**config.mk**
```make
export PLATFORM = sky130hd
export DESIGN_NAME = dss_sequencer
export DESIGN_NICKNAME = d
export VERILOG_FILES = /design/src/rtl/dss_pkg.sv /design/src/rtl/dss_sequencer.sv
export VERILOG_INCLUDE_DIRS = /design/src /design/src/rtl
export SDC_FILE = /design/constraint.sdc
export NUM_CORES = 1
export LEC_CHECK = 0
export BUFFER_PORTS_ARGS = -buffer_cell sky130_fd_sc_hd__buf_2
export CAP_MARGIN = 20
export CORE_ASPECT_RATIO = 0.6
export CORE_MARGIN = 2
export CORE_UTILIZATION = 35
export DETAILED_ROUTE_END_ITERATION = 8
export GPL_TIMING_DRIVEN = 0
export REMOVE_ABC_BUFFERS = 1
export SETUP_SLACK_MARGIN = 0.05
export SYNTH_ARGS = -nofsm -noshare
export SYNTH_HDL_FRONTEND = slang
export SYNTH_SLANG_ARGS = --single-unit
```
**constraint.sdc**
```tcl
create_clock -name sys_clk -period 2.5 [get_ports sys_clk]
set_input_delay 0.25 -clock sys_clk [delete_from_list [all_inputs] [get_ports sys_clk]]
set_output_delay 0.25 -clock sys_clk [all_outputs]
set_load 0.01 [all_outputs]
```
**src/rtl/dss_cfg.svh**
```systemverilog
// register map, field positions, reset values and timing figures of the start/stop sequencer
`ifndef DSS_CFG_SVH
`define DSS_CFG_SVH

`define DSS_CLK_MHZ 20
`define DSS_STEP_NS 1000
`define DSS_TICK_US 1000

`define DSS_LOCK_MS 16'h0064
`define DSS_LOAD_MS 16'h07d0
`define DSS_ROT_MS 16'h0064

`define DSS_OFS_CTRL 4'h0
`define DSS_OFS_PURGE 4'h4
`define DSS_OFS_STATUS 4'h8

`define DSS_CTRL_EMERG_BIT 0
`define DSS_CTRL_RST 1'h0
`define DSS_PURGE_RST 16'h7530

`define DSS_ST_ROT_BIT 4
`define DSS_ST_READY_BIT 5
`define DSS_ST_EMERG_BIT 6
`define DSS_ST_LOAD_BIT 7
`define DSS_ST_PURGE_BIT 8
`define DSS_ST_LOCK_BIT 9

`endif

```
**src/rtl/dss_pkg.sv**
```systemverilog
// types shared by the start/stop sequencer
package dss_pkg;

  typedef enum logic [3:0] {
    ST_IDLE, ST_LOCK, ST_MSTART, ST_SPINUP, ST_PURGE, ST_LOAD, ST_READY, ST_UNLOAD, ST_BRAKE, ST_EMERG
  } dss_state_t;

  typedef struct packed {
    logic brake_enable_n;
    logic cartridge_lock;
    logic emergency_relay_enable;
  } dss_servo_t;

  typedef struct packed {
    logic safe_lamp_n;
    logic run_lamp_n;
    logic ready_lamp_n;
  } dss_lamps_t;

endpackage

```
**src/rtl/dss_sequencer.sv**
```systemverilog
// start/stop sequencer of a cartridge disk drive with an avalon-mm register slave
`timescale 1ns/1ns
`include "dss_cfg.svh"

// What this block does
// - run/stop comes from the operator switch or the host start/stop line.
// - state flip-flops change only on gated step pulses, otherwise hold.
// - delays are counted in ticks of the crystal countdown chain.
// - rotation pulses prove spinning; cartridge stays locked while spinning.
// - normal unload waits while a write or erase is active.
// - no start without a cartridge present.
// - spindle may not stop before heads are retracted.
// - external emergency, transducer failure or write emergency start emergency unload.
// - heads failing to reach position mode during start cause emergency unload.
// - heads load only once the disk speed is in tolerance.
// - travel limit error causes emergency unload.
// - disk speed error after ready causes emergency unload.
// - seek timeout error causes emergency unload.
// - one motor start pulse at the start of a start sequence.
// - purge state flip-flop marks the whole purge cycle.
// - head load flip-flop drives head loading and unloading.
// - emergency flip-flop set at emergency start, held while cause persists.
// - load-or-purge-not decodes purge and head load flip-flops.
// - drive brake enable, cartridge lock and emergency relay enable.
// - drive safe, run and ready lamps.
// - ready formed from state; selected-and-ready is ready and unit select.
// - with interrupt option, file ready, ready to seek and seek incomplete are not gated by unit select.
module dss_sequencer #(
  parameter int TICK_CYC = `DSS_TICK_US * `DSS_CLK_MHZ
) (
  input wire logic sys_clk,
  input wire logic rst_n,
  input wire logic [3:0] avs_address,
  input wire logic avs_read,
  input wire logic avs_write,
  input wire logic [31:0] avs_writedata,
  input wire logic [3:0] avs_byteenable,
  output logic [31:0] avs_readdata,
  output logic avs_waitrequest,
  input wire logic operator_run_switch,
  input wire logic host_start_stop_line,
  input wire logic cartridge_present,
  input wire logic rotation_sense_pulse,
  input wire logic write_or_erase_active_n,
  input wire logic power_fault_clear,
  input wire logic heads_retracted,
  input wire logic transducer_failure,
  input wire logic write_emergency,
  input wire logic not_position_mode,
  input wire logic speed_out_of_tolerance,
  input wire logic travel_limit_error_n,
  input wire logic disk_speed_error_n,
  input wire logic seek_timeout_error_n,
  input wire logic unit_selected,
  input wire logic interrupt_option,
  input wire logic seek_complete_in,
  input wire logic seek_incomplete_in,
  output logic motor_start_pulse_n,
  output logic purge_cycle_state,
  output logic head_load_state,
  output logic emergency_unload_state,
  output logic load_or_purge_n,
  output logic spindle_enable,
  output dss_pkg::dss_servo_t servo_out,
  output dss_pkg::dss_lamps_t lamps_out,
  output logic drive_ready,
  output logic selected_and_ready,
  output logic delayed_ready,
  output logic file_ready,
  output logic ready_to_seek_rw,
  output logic seek_incomplete
);

  localparam int STEP_CYC = (`DSS_STEP_NS * `DSS_CLK_MHZ) / 1000;

  if (TICK_CYC < STEP_CYC || STEP_CYC < 2) begin : g_bad_timing
    $error("tick must be at least one step and a step at least two clocks");
  end

  function automatic logic [15:0] dss_dec(input logic [15:0] v);
    dss_dec = (v == 16'h0000) ? 16'h0000 : v - 16'h0001;
  endfunction

  // ==========================================================
  // clock countdown
  logic [15:0] step_cnt_q;
  logic [31:0] tick_cnt_q;
  logic step_q;
  logic tick_q;

  // the countdown free runs; only the pulses it makes gate the state
  always_ff @(posedge sys_clk) begin
    if (!rst_n) begin
      step_cnt_q <= 16'h0000;
      step_q <= 1'b0;
    end else if (step_cnt_q == 16'(STEP_CYC - 1)) begin
      step_cnt_q <= 16'h0000;
      step_q <= 1'b1;
    end else begin
      step_cnt_q <= step_cnt_q + 16'h0001;
      step_q <= 1'b0;
    end
  end

  always_ff @(posedge sys_clk) begin
    if (!rst_n) begin
      tick_cnt_q <= 32'h0000_0000;
      tick_q <= 1'b0;
    end else if (tick_cnt_q == 32'(TICK_CYC - 1)) begin
      tick_cnt_q <= 32'h0000_0000;
      tick_q <= 1'b1;
    end else begin
      tick_cnt_q <= tick_cnt_q + 32'h0000_0001;
      tick_q <= 1'b0;
    end
  end

  // ==========================================================
  // register slave
  logic soft_emerg_q;
  logic [15:0] purge_ms_q;
  logic wait_q;
  logic [31:0] rdata_q;
  logic [31:0] status_w;
  dss_pkg::dss_state_t state_q;
  dss_pkg::dss_state_t state_d;
  logic head_load_q;
  logic purge_q;
  logic emerg_q;
  logic rotating_q;
  logic ready_w;
  logic lock_w;
  logic bus_req;
  logic bus_take;

  assign bus_req = avs_read | avs_write;
  assign bus_take = bus_req & !wait_q;

  always_comb begin
    status_w = 32'h0000_0000;
    status_w[3:0] = state_q;
    status_w[`DSS_ST_ROT_BIT] = rotating_q;
    status_w[`DSS_ST_READY_BIT] = ready_w;
    status_w[`DSS_ST_EMERG_BIT] = emerg_q;
    status_w[`DSS_ST_LOAD_BIT] = head_load_q;
    status_w[`DSS_ST_PURGE_BIT] = purge_q;
    status_w[`DSS_ST_LOCK_BIT] = lock_w;
  end

  // one wait cycle per access: waitrequest drops the cycle after the request rises
  always_ff @(posedge sys_clk) begin
    if (!rst_n) begin
      wait_q <= 1'b1;
      rdata_q <= 32'h0000_0000;
    end else begin
      wait_q <= !(bus_req & wait_q);
      if (avs_read & wait_q) begin
        if (avs_address[3:2] == `DSS_OFS_CTRL >> 2) begin
          rdata_q <= {31'h0000_0000, soft_emerg_q};
        end else if (avs_address[3:2] == `DSS_OFS_PURGE >> 2) begin
          rdata_q <= {16'h0000, purge_ms_q};
        end else if (avs_address[3:2] == `DSS_OFS_STATUS >> 2) begin
          rdata_q <= status_w;
        end else begin
          rdata_q <= 32'h0000_0000;
        end
      end
    end
  end

  always_ff @(posedge sys_clk) begin
    if (!rst_n) begin
      soft_emerg_q <= `DSS_CTRL_RST;
      purge_ms_q <= `DSS_PURGE_RST;
    end else if (bus_take & avs_write) begin
      if (avs_address[3:2] == `DSS_OFS_CTRL >> 2) begin
        if (avs_byteenable[0]) soft_emerg_q <= avs_writedata[`DSS_CTRL_EMERG_BIT];
      end else if (avs_address[3:2] == `DSS_OFS_PURGE >> 2) begin
        if (avs_byteenable[0]) purge_ms_q[7:0] <= avs_writedata[7:0];
        if (avs_byteenable[1]) purge_ms_q[15:8] <= avs_writedata[15:8];
      end
    end
  end

  assign avs_waitrequest = wait_q;
  assign avs_readdata = rdata_q;

  // ==========================================================
  // rotation detect
  logic [15:0] rot_cnt_q;

  // retriggered by every sense pulse; lapses after a quiet spell
  always_ff @(posedge sys_clk) begin
    if (!rst_n) begin
      rot_cnt_q <= 16'h0000;
      rotating_q <= 1'b0;
    end else if (rotation_sense_pulse) begin
      rot_cnt_q <= `DSS_ROT_MS;
      rotating_q <= 1'b1;
    end else if (tick_q) begin
      rot_cnt_q <= dss_dec(rot_cnt_q);
      rotating_q <= (rot_cnt_q > 16'h0001);
    end
  end

  // ==========================================================
  // sequencer
  logic run_req;
  logic fault_any;
  logic dly_done;
  logic dly_load;
  logic [15:0] dly_val;
  logic [15:0] dly_q;
  logic pos_fail;

  assign run_req = operator_run_switch | host_start_stop_line;
  assign ready_w = (state_q == dss_pkg::ST_READY) & head_load_q & !emerg_q & !not_position_mode;
  assign dly_done = (dly_q == 16'h0000);
  assign pos_fail = (state_q == dss_pkg::ST_LOAD) & not_position_mode & dly_done;
  assign fault_any = soft_emerg_q | transducer_failure | write_emergency
    | !travel_limit_error_n
    | !seek_timeout_error_n
    | (ready_w & !disk_speed_error_n)
    | power_fault_clear;

  always_comb begin
    state_d = state_q;
    dly_load = 1'b0;
    dly_val = 16'h0000;
    if ((fault_any | pos_fail) && state_q != dss_pkg::ST_IDLE && state_q != dss_pkg::ST_BRAKE) begin
      state_d = dss_pkg::ST_EMERG;
    end else begin
      case (state_q)
        dss_pkg::ST_IDLE: begin
          if (run_req && cartridge_present && !power_fault_clear && !fault_any) begin
            state_d = dss_pkg::ST_LOCK;
            dly_load = 1'b1;
            dly_val = `DSS_LOCK_MS;
          end
        end
        dss_pkg::ST_LOCK: begin
          if (!run_req) state_d = dss_pkg::ST_UNLOAD;
          else if (dly_done) state_d = dss_pkg::ST_MSTART;
        end
        dss_pkg::ST_MSTART: begin
          state_d = dss_pkg::ST_SPINUP;
        end
        dss_pkg::ST_SPINUP: begin
          if (!run_req) begin
            state_d = dss_pkg::ST_UNLOAD;
          end else if (!speed_out_of_tolerance) begin
            state_d = dss_pkg::ST_PURGE;
            dly_load = 1'b1;
            dly_val = purge_ms_q;
          end
        end
        dss_pkg::ST_PURGE: begin
          if (!run_req) begin
            state_d = dss_pkg::ST_UNLOAD;
          end else if (dly_done && !speed_out_of_tolerance) begin
            state_d = dss_pkg::ST_LOAD;
            dly_load = 1'b1;
            dly_val = `DSS_LOAD_MS;
          end
        end
        dss_pkg::ST_LOAD: begin
          if (!not_position_mode) state_d = dss_pkg::ST_READY;
          else if (!run_req) state_d = dss_pkg::ST_UNLOAD;
        end
        dss_pkg::ST_READY: begin
          if (!run_req) state_d = dss_pkg::ST_UNLOAD;
        end
        dss_pkg::ST_UNLOAD, dss_pkg::ST_EMERG: begin
          if (heads_retracted && !head_load_q) state_d = dss_pkg::ST_BRAKE;
        end
        dss_pkg::ST_BRAKE: begin
          if (!rotating_q) state_d = dss_pkg::ST_IDLE;
        end
        default: state_d = dss_pkg::ST_IDLE;
      endcase
    end
  end

  // every state flop below except the delay counter moves only on a step pulse
  always_ff @(posedge sys_clk) begin
    if (!rst_n) begin
      state_q <= dss_pkg::ST_IDLE;
    end else if (step_q) begin
      state_q <= state_d;
    end
  end

  // delay counter runs on the countdown tick, loaded by the sequencer's decode
  always_ff @(posedge sys_clk) begin
    if (!rst_n) begin
      dly_q <= 16'h0000;
    end else if (step_q && dly_load) begin
      dly_q <= dly_val;
    end else if (tick_q) begin
      dly_q <= dss_dec(dly_q);
    end
  end

  always_ff @(posedge sys_clk) begin
    if (!rst_n) begin
      purge_q <= 1'b0;
    end else if (step_q) begin
      purge_q <= (state_d == dss_pkg::ST_PURGE);
    end
  end

  // a normal unload holds the heads down until the write or erase ends
  always_ff @(posedge sys_clk) begin
    if (!rst_n) begin
      head_load_q <= 1'b0;
    end else if (step_q) begin
      if (state_d == dss_pkg::ST_EMERG) begin
        head_load_q <= 1'b0;
      end else if (state_d == dss_pkg::ST_LOAD) begin
        head_load_q <= 1'b1;
      end else if (state_d == dss_pkg::ST_UNLOAD && write_or_erase_active_n) begin
        head_load_q <= 1'b0;
      end
    end
  end

  always_ff @(posedge sys_clk) begin
    if (!rst_n) begin
      emerg_q <= 1'b0;
    end else if (step_q) begin
      if (state_d == dss_pkg::ST_EMERG) begin
        emerg_q <= 1'b1;
      end else if (state_q == dss_pkg::ST_IDLE && !fault_any) begin
        emerg_q <= 1'b0;
      end
    end
  end

  // ==========================================================
  // outputs, all registered one clock behind the state except delayed ready, which follows one step behind
  assign lock_w = (state_q != dss_pkg::ST_IDLE) | rotating_q;

  always_ff @(posedge sys_clk) begin
    if (!rst_n) begin
      motor_start_pulse_n <= 1'b1;
      purge_cycle_state <= 1'b0;
      head_load_state <= 1'b0;
      emergency_unload_state <= 1'b0;
      load_or_purge_n <= 1'b1;
      spindle_enable <= 1'b0;
    end else begin
      motor_start_pulse_n <= !(step_q && state_q == dss_pkg::ST_MSTART);
      purge_cycle_state <= purge_q;
      head_load_state <= head_load_q;
      emergency_unload_state <= emerg_q;
      load_or_purge_n <= !(purge_q | head_load_q);
      spindle_enable <= state_q inside {dss_pkg::ST_MSTART, dss_pkg::ST_SPINUP, dss_pkg::ST_PURGE,
        dss_pkg::ST_LOAD, dss_pkg::ST_READY, dss_pkg::ST_UNLOAD, dss_pkg::ST_EMERG};
    end
  end

  always_ff @(posedge sys_clk) begin
    if (!rst_n) begin
      servo_out <= '{brake_enable_n: 1'b1, cartridge_lock: 1'b0, emergency_relay_enable: 1'b0};
      lamps_out <= '{safe_lamp_n: 1'b0, run_lamp_n: 1'b1, ready_lamp_n: 1'b1};
    end else begin
      servo_out.brake_enable_n <= !(state_q == dss_pkg::ST_BRAKE);
      servo_out.cartridge_lock <= lock_w;
      servo_out.emergency_relay_enable <= emerg_q & !heads_retracted;
      lamps_out.safe_lamp_n <= lock_w;
      lamps_out.run_lamp_n <= !((state_q != dss_pkg::ST_IDLE && state_q != dss_pkg::ST_BRAKE) | rotating_q);
      lamps_out.ready_lamp_n <= !ready_w;
    end
  end

  // without the option the attention lines only speak for the selected unit
  always_ff @(posedge sys_clk) begin
    if (!rst_n) begin
      drive_ready <= 1'b0;
      selected_and_ready <= 1'b0;
      delayed_ready <= 1'b0;
      file_ready <= 1'b0;
      ready_to_seek_rw <= 1'b0;
      seek_incomplete <= 1'b0;
    end else begin
      drive_ready <= ready_w;
      selected_and_ready <= ready_w & unit_selected;
      if (step_q) delayed_ready <= ready_w;
      file_ready <= ready_w & (interrupt_option | unit_selected);
      ready_to_seek_rw <= ready_w & seek_complete_in & (interrupt_option | unit_selected);
      seek_incomplete <= ready_w & seek_incomplete_in & (interrupt_option | unit_selected);
    end
  end
endmodule // dss_sequencer

```
==> key figures, run 1 <==
Synthesis
  – Yosys reg bits: 141
  – Syn. warnings: 0
  – Post-synth EDFFs: 0
  – Ys flop type: dfxtp_1
  – Post-synth top cells: 141 x dfxtp_1, 125 x nor2_1, 59 x nand2_1
  – Post-synthesis simple-gate area fraction: 28.2%
  – Avg Cell Area, Syn: 8.56 um2
  – Cell taking the most area after synthesis: dfxtp_1
  – Synth cell types: 77
  – Post-synthesis xor/xnor area fraction: 6.48%
  – Multiplexer area fraction after synthesis: 3.36%
  – Synth area leaders: dfxtp_1 43%, nor2_1 7.1%, xor2_1 4.0%, nand2_1 3.3%, mux2i_1 3.0%
  – Cell Area, Synth: 0.00663 mm2
  – Synth top area share: 42.6%
  – Dominant combinational cell family by area after synthesis: simple AND/OR/NAND/NOR gates
  – Adder-cell share of the synthesized area: 1.13%
  – Ys async rst share: 0%
  – Most frequent cell after synthesis: dfxtp_1
  – Compound-cell area share of the yosys netlist: 12.7%
  – Seq/Total Area, Yosys: 42.6%
  – Cell count after synthesis: 774

Timing
  – Worst slew pin tran: 1.02 ns
  – Final setup margin: -0.0462 ns
  – Final setup fails: 2
  – Final hold vios: 0
  – Slew HR: 31.7%
  – Final Skew: 0.00817 ns
  – Fin. max-slew vios: 0
  – Fmax: 393 MHz
  – RSZ-0062 raised after global routing: yes
  – Setup TNS: -0.0866 ns
  – Final min period: 2.55 ns
  – Final period util: 102%

Clock network
  – CTS tree: built
  – Root buf cell: clkbuf_16
  – Worst-skew pair later-pin latency: 0.42 ns
  – Num CTS Buffers: 17
  – Sink Count: 141
  – Clk buf depth: 2
  – # H-tree levels: 4
  – Reg clk slew, reported paths: 0.07 ns

Final layout
  – Diodes inserted: 0
  – Fin nets: 923
  – Layout cells sized above 1: 22.4%
  – Utilization after layout: 44.3%
  – Fillers: 1801
  – Synthesis-to-finish area growth: 22.3%

Setup path
  – Reg-to-Reg Start: dly_q[0]$_SDFFE_PN0P_
  – Critical path capture point type: flop
  – Reg2reg setup slack: -0.05 ns
  – FF-to-FF End: purge_q$_SDFFE_PN0P_
  – Cell Chain, Critical Path: inv_4 -> ha_4 -> or4b_4 -> nor4_4 -> buf_6 -> a21oi_4 -> nor3_4 -> nand2_1 -> buf_4 -> o32a_1 -> nor2_1
  – Worst Setup Path Type: reg -> reg
  – Critical Path RT: 2.84 ns
  – Worst reg2reg path depth: 11
  – Worst path slowest cell: or4b_4
  – Critical Path Start Type: flop
  – Crit path DAT: 2.89 ns
  – Crit path largest cell delay: 0.49 ns
  – Max Fanout on Critical Path: 3

Floorplan
  – Die height: 111 um
  – Die width: 182 um
  – DIE AREA: 0.0201 mm2
  – Row count: 38
  – Top-Level Pins: 113
  – Initial Util: 36.2%
  – Core area: 0.0183 mm2

Global route
  – Initial antenna violation count: 0
  – Tot GR Track Use: 17.1%
  – Largest net degree at the start of global routing: 55
  – First-pass GRT wire length: 27300 um
  – Vias in the first global route: 4992
  – Grt total ovfl: 0

Routing
  – Post-route DRC: 0
  – Routed vias/inst: 5.15
  – DR vias: 5711
  – Drt first pass iters: 5
  – Routed WL: 17500 um
  – Avg WL per Cell: 15.8 um
  – Drt first-iter violations: 517
  – Post-route ant nets: 0

Placed design
  – Post-DP HPWL: 12000 um
  – # port buffers: 76
  – Global placement routability congestion: 0.841

Worst hold path
  – WHS Path Cells: 2
  – Hold wc startpoint: seek_complete_in
  – HP Class: in -> reg
  – Endpoint, Worst Hold: ready_to_seek_rw$_SDFF_PN0_

Status
  – Status: finished with violations
  – Failing checks: setup timing

Run
  – Reported max-cap violation count: 0

Power
  – Peak supply drop: 0.000469 V
  – Leak: 3.23 nW
  – Pwr Density: 646 mW/mm2
==> per-stage QoR <==
stage / setup slack (ns) / power (mW) / std cells / instance area (um2) / hold WS (ns)
after detailed placement: -0.775 / 2.59 / 1058 / 7110 / 0.446
after CTS: 0.00220 / 5.29 / 1100 / 7880 / 0.0215
after global placement: -1.84 / 2.58 / 1056 / 7070 / 0.442
after floorplan: -0.610 / 2.47 / 740 / 6380 / 0.312
after global routing: -0.131 / 5.43 / 1108 / 8100 / 0.0291
final: -0.0462 / 5.23 / 1108 / 8100 / 0.0331
==> area by class of cell <==
class	instances	area, um2	share of cell area (%)
clock inverter	15	196	2.42
timing repair buffer	96	571	7.04
clock buffer	17	425	5.25
multi-input combinational	580	3700	45.7
inverter	19	73.8	0.911
sequential	141	2830	35.0
tap	240	300	3.71
==> repair_timing <==
| action | CTS | global route |
|---|---|---|
| endpoints found under the setup margin | 21 | 32 |
| pin swaps | 7 | 17 |
| setup buffers | 10 | 7 |
| resized for setup | 18 | 39 |
| hold buffers | 0 | 0 |
==> cells in the final DEF, fill, tap and decap left out, drive strengths merged, types with 4 or more instances in the layout <==
cell	n
nor3	30
dfxtp	141
ha	6
o21ai	32
a211oi	5
or3	10
nand4	16
mux2i	20
a21oi	31
nor4	21
and3	15
a22oi	10
nor2b	6
nand2b	6
o21a	5
a221oi	10
a21boi	4
clkbuf	17
xor2	30
conb	16
nor2	127
xnor2	19
or4	9
inv	28
nand2	61
nor4b	4
or2	4
o211ai	4
and2	10
buf	96
nand3	27
==> critical path: cells and delay by family, from the launching register on <==
family | cells | cell delay (ns)
AOI/OAI and AO/OA | 2 | 0.33
adders and majority gates | 1 | 0.11
buffers and inverters | 3 | 0.39
DFF | 1 | 0.36
and+or+nand+nor | 5 | 1.27
==> sequential cells by signal (all words and copies together), names as in the netlist, 2 cells and up <==
signal and cells:
avs_readdata 16, dly_q 16, lamps_out 3, purge_ms_q 16
rot_cnt_q 16, servo_out 2, state_q 4, step_cnt_q 16
tick_cnt_q 32
==> worst max-delay path by stage <==
stage                                          from                         to  slack (ns)  cells past startpoint
after CTS                  head_load_q$_SDFFE_PN0P_   head_load_q$_SDFFE_PN0P_       0.002                      7
after global placement    tick_cnt_q[27]$_SDFF_PP0_  tick_cnt_q[27]$_SDFF_PP0_       -1.84                      5
after detailed placement    state_q[0]$_SDFFE_PN0P_      dly_q[8]$_SDFFE_PN0P_       -0.77                      7
after floorplan           tick_cnt_q[18]$_SDFF_PP0_  tick_cnt_q[27]$_SDFF_PP0_       -0.61                      5
final                         dly_q[0]$_SDFFE_PN0P_       purge_q$_SDFFE_PN0P_       -0.05                     11
after global routing          dly_q[0]$_SDFFE_PN0P_   head_load_q$_SDFFE_PN0P_       -0.13                     11
==> report_power, final <==
| group | total, mW | switching [mW] | leakage, nW | internal [mW] |
|---|---|---|---|---|
| registers | 2.30 | 0.0269 | 1.15 | 2.28 |
| clock network | 2.69 | 1.08 | 0.308 | 1.61 |
| logic | 0.237 | 0.152 | 1.78 | 0.0852 |
==> logic make-up (layout without fill, tap and decap cells) <==
logic type / count (synthesis) / count (layout)
mux: 22 / 22
other cells: 1 / 16
buf+inv: 68 / 147
simple gates: 361 / 361
fa+ha+maj: 6 / 6
xor+xnor: 49 / 49
compound gates: 126 / 126
flops: 141 / 141
==> layer usage <==
metal | GRT usage [%] | up-vias | share of wire, %
li1 | - | 2879 | -
met1 | 27.0 | 2599 | 51
met2 | 22.2 | 221 | 40
met3 | 4.52 | 12 | 7.7
met4 | 4.39 | 0 | 0.70
met5 | 0 | - | 0
Power figures use the tool's default switching activity.
==> inputs of run 2 (changes only) <==
- ABC_AREA: unset -> 1
==> run 2 against run 1 <==
The flow now finishes without violations. Maximum frequency up 13%. Synthesized area grew 5.3%. Flip-flop and latch count stayed put. Combinational power down 13%. Non-clock buffer count is 18 lower. Via count rose by 14%. Register-to-register slack gained 0.30 ns. Hold slack got worse by 0.0071 ns. Global-route usage increased by 0.53 points. Clock power down 5%.
==> key figures, run 2 <==
Status
  – Status: finished, final reports clean

Placed design
  – Placement-stage cell area: 0.00756 mm2
  – Cell count after placement: 1334
  – Post-DP HPWL: 13300 um
  – Global placement routability congestion: 0.874
  – # port buffers: 76

Synthesis
  – Most frequent cell after synthesis: nand2_1
  – Cell Area, Synth: 0.00698 mm2
  – Seq/Total Area, Yosys: 40.4%
  – Avg Cell Area, Syn: 6.90 um2
  – Post-synth EDFFs: 0
  – Synth top area share: 40.4%
  – Ys async rst share: 0%
  – Syn. warnings: 0
  – Cell taking the most area after synthesis: dfxtp_1
  – Ys flop type: dfxtp_1
  – Cell count after synthesis: 1012
  – Yosys reg bits: 141
  – Synth area leaders: dfxtp_1 40%, nand2_1 13%, inv_1 7.1%, nor2_1 6.1%, nand3_1 5.2%
  – Post-synth top cells: 236 x nand2_1, 141 x dfxtp_1, 132 x inv_1
  – Synth cell types: 42

Worst hold path
  – HP Class: in -> reg
  – WHS Path Cells: 3

Timing
  – Final setup fails: 0
  – Final hold vios: 0
  – Worst slew pin tran: 0.881 ns
  – Setup TNS: 0 ns
  – Final min period: 2.25 ns
  – Final period util: 90.0%
  – Fmax: 445 MHz
  – Fin. max-slew vios: 0
  – RSZ-0062 raised after global routing: yes
  – Final Skew: 0.0142 ns
  – Slew HR: 41.2%

Floorplan
  – Top-Level Pins: 113
  – Row count: 39
  – Initial Util: 36.2%
  – Die width: 186 um
  – DIE AREA: 0.0211 mm2
  – Core area: 0.0193 mm2
  – Die height: 113 um

Setup path
  – Max Fanout on Critical Path: 9
  – Reg2reg setup slack: 0.25 ns
  – Critical path capture point type: flop
  – Worst path slowest cell: nor3_1
  – Critical Path RT: 2.86 ns
  – Worst Setup Path Type: reg -> reg
  – Reg-to-Reg Start: state_q[0]$_SDFFE_PN0P_
  – CP endpoint: dly_q[10]$_SDFFE_PN0P_
  – Worst reg2reg path depth: 11
  – FF-to-FF End: dly_q[10]$_SDFFE_PN0P_
  – Cell Chain, Critical Path: inv_2 -> nand2_1 -> nor3_1 -> nor2_1 -> nand2_4 -> o21ai_1 -> nor2_4 -> nand2_1 -> nand3_1 -> nand2_1 -> inv_1
  – Crit path DAT: 2.61 ns
  – CP most frequent cell: nand2_1
  – Crit path largest cell delay: 0.45 ns
  – Origin of the worst setup path: state_q[0]$_SDFFE_PN0P_
  – Critical Path Start Type: flop

Final layout
  – Layout cells sized above 1: 14.2%
  – Largest register FFs: 32
  – Layout Cells excl Fill: 1368
  – Most flops, register: tick_cnt_q
  – Final instance area: 0.00818 mm2
  – Most common cell after layout, fill and taps aside: nand2_1
  – Utilization after layout: 42.4%
  – Commonest non-fill, non-tap cells in the layout: 235 x nand2_1, 141 x dfxtp_1, 132 x inv_1, 114 x nor2_1, 76 x buf_2
  – Synthesis-to-finish area growth: 17.2%
  – Fin nets: 1156

Routing
  – Drt first pass iters: 5
  – Post-route DRC: 0
  – Avg WL per Cell: 13.1 um
  – Drt first-iter violations: 558
  – Routed WL: 17900 um
  – Post-route ant nets: 0
  – DR vias: 6496
  – Routed vias/inst: 4.75

Clock network
  – Clk buf depth: 2
  – # H-tree levels: 4
  – Post-cts hold buffer count: 0
  – Root buf cell: clkbuf_16
  – Reg clk slew, reported paths: 0.06 ns
  – Num CTS Buffers: 17
  – Sink Count: 141
  – Worst-skew pair later-pin latency: 0.43 ns
  – CTS tree: built

Global route
  – Tot GR Track Use: 17.6%
  – Largest net degree at the start of global routing: 46
  – Grt total ovfl: 0
  – Initial antenna violation count: 0
  – Vias in the first global route: 5871
  – First-pass GRT wire length: 29900 um

Power
  – Peak supply drop: 0.000461 V
  – Pwr Density: 618 mW/mm2
  – Power, Total: 5.05 mW
  – Leak: 3.69 nW

Run
  – Reported max-cap violation count: 0
run 2: changes by cell type after synthesis, sizes merged, moves of 10 or more:
cell,previous run,this run
nand2,61,246
inv,19,140
nand3,27,76
a21oi,31,53
mux2i,20,0
clkbuf,27,9
and3,15,0
xnor2,19,5
nor4,21,10
a221oi,10,0
or3,10,0
run 2: per-stage QoR:
step                      hold slack [ns]  setup WS (ns)
after detailed placement            0.440        -0.0206
after global placement              0.429         -0.239
final                              0.0261          0.251
after floorplan                     0.319          0.617
after global routing               0.0177         0.0453
after CTS                          0.0111          0.217
run 2: report_power, final:
part,internal (mW),switching (mW),leakage [nW]
combinational,0.0712,0.136,2.27
sequential,2.27,0.0203,1.14
clock,1.53,1.02,0.279
total,3.87,1.18,3.69
run 2: critical path, delay by kind of cell (launching register included):
kind,cells,cell delay (ns)
buffers and inverters,2,0.24
DFF,1,0.35
AOI/OAI and AO/OA,1,0.14
and+or+nand+nor,8,1.44
run 2: worst min-delay path by stage:
| stage | startpoint | to | slack (ns) |
|---|---|---|---|
| 2_1_floorplan | rst_n | servo_out[2]$_SDFF_PN1_ | 0.32 |
| 3_3_place_gp | step_cnt_q[0]$_SDFF_PP0_ | step_cnt_q[0]$_SDFF_PP0_ | 0.43 |
| 3_5_place_dp | step_cnt_q[0]$_SDFF_PP0_ | step_cnt_q[0]$_SDFF_PP0_ | 0.44 |
| 4_1_cts | avs_writedata[14] | purge_ms_q[14]$_SDFFE_PN1P_ | 0.01 |
| 5_1_grt | avs_writedata[14] | purge_ms_q[14]$_SDFFE_PN1P_ | 0.02 |
| 6_report | avs_writedata[14] | purge_ms_q[14]$_SDFFE_PN1P_ | 0.03 |
run 2: area by class of cell:
cell class                 instances  area [um2]
multi-input combinational        707        3470
tap                              266         333
inverter                         143         539
clock inverter                    12         135
timing repair buffer              78         415
fill                            1979       11100
clock buffer                      20         457
sequential                       141        2820
antenna                            1        2.50
run 2: repair_timing:
item,CTS,global route
endpoints found under the setup margin,21,9
buffers inserted,0,0
resized for setup,1,3
pin swaps,0,0
hold endpoints to repair,0,0
run 2: metal layers:
layer / share of wire [%] / global-route usage, %
met2: 36 / 23.0
met1: 55 / 28.0
met4: 0.77 / 4.27
met3: 8.0 / 4.43
met5: 0 / 0
run 2: logic make-up (layout without fill, tap and decap cells):
family / after synthesis / after routing / synth area share (%)
fa+ha+maj: 6 / 6 / 1.08
flops: 141 / 141 / 40.4
simple gates: 541 / 541 / 34.9
compound gates: 118 / 118 / 9.41
other cells: 1 / 17 / 0.0537
xor+xnor: 26 / 26 / 3.26
buf+inv: 179 / 253 / 10.9
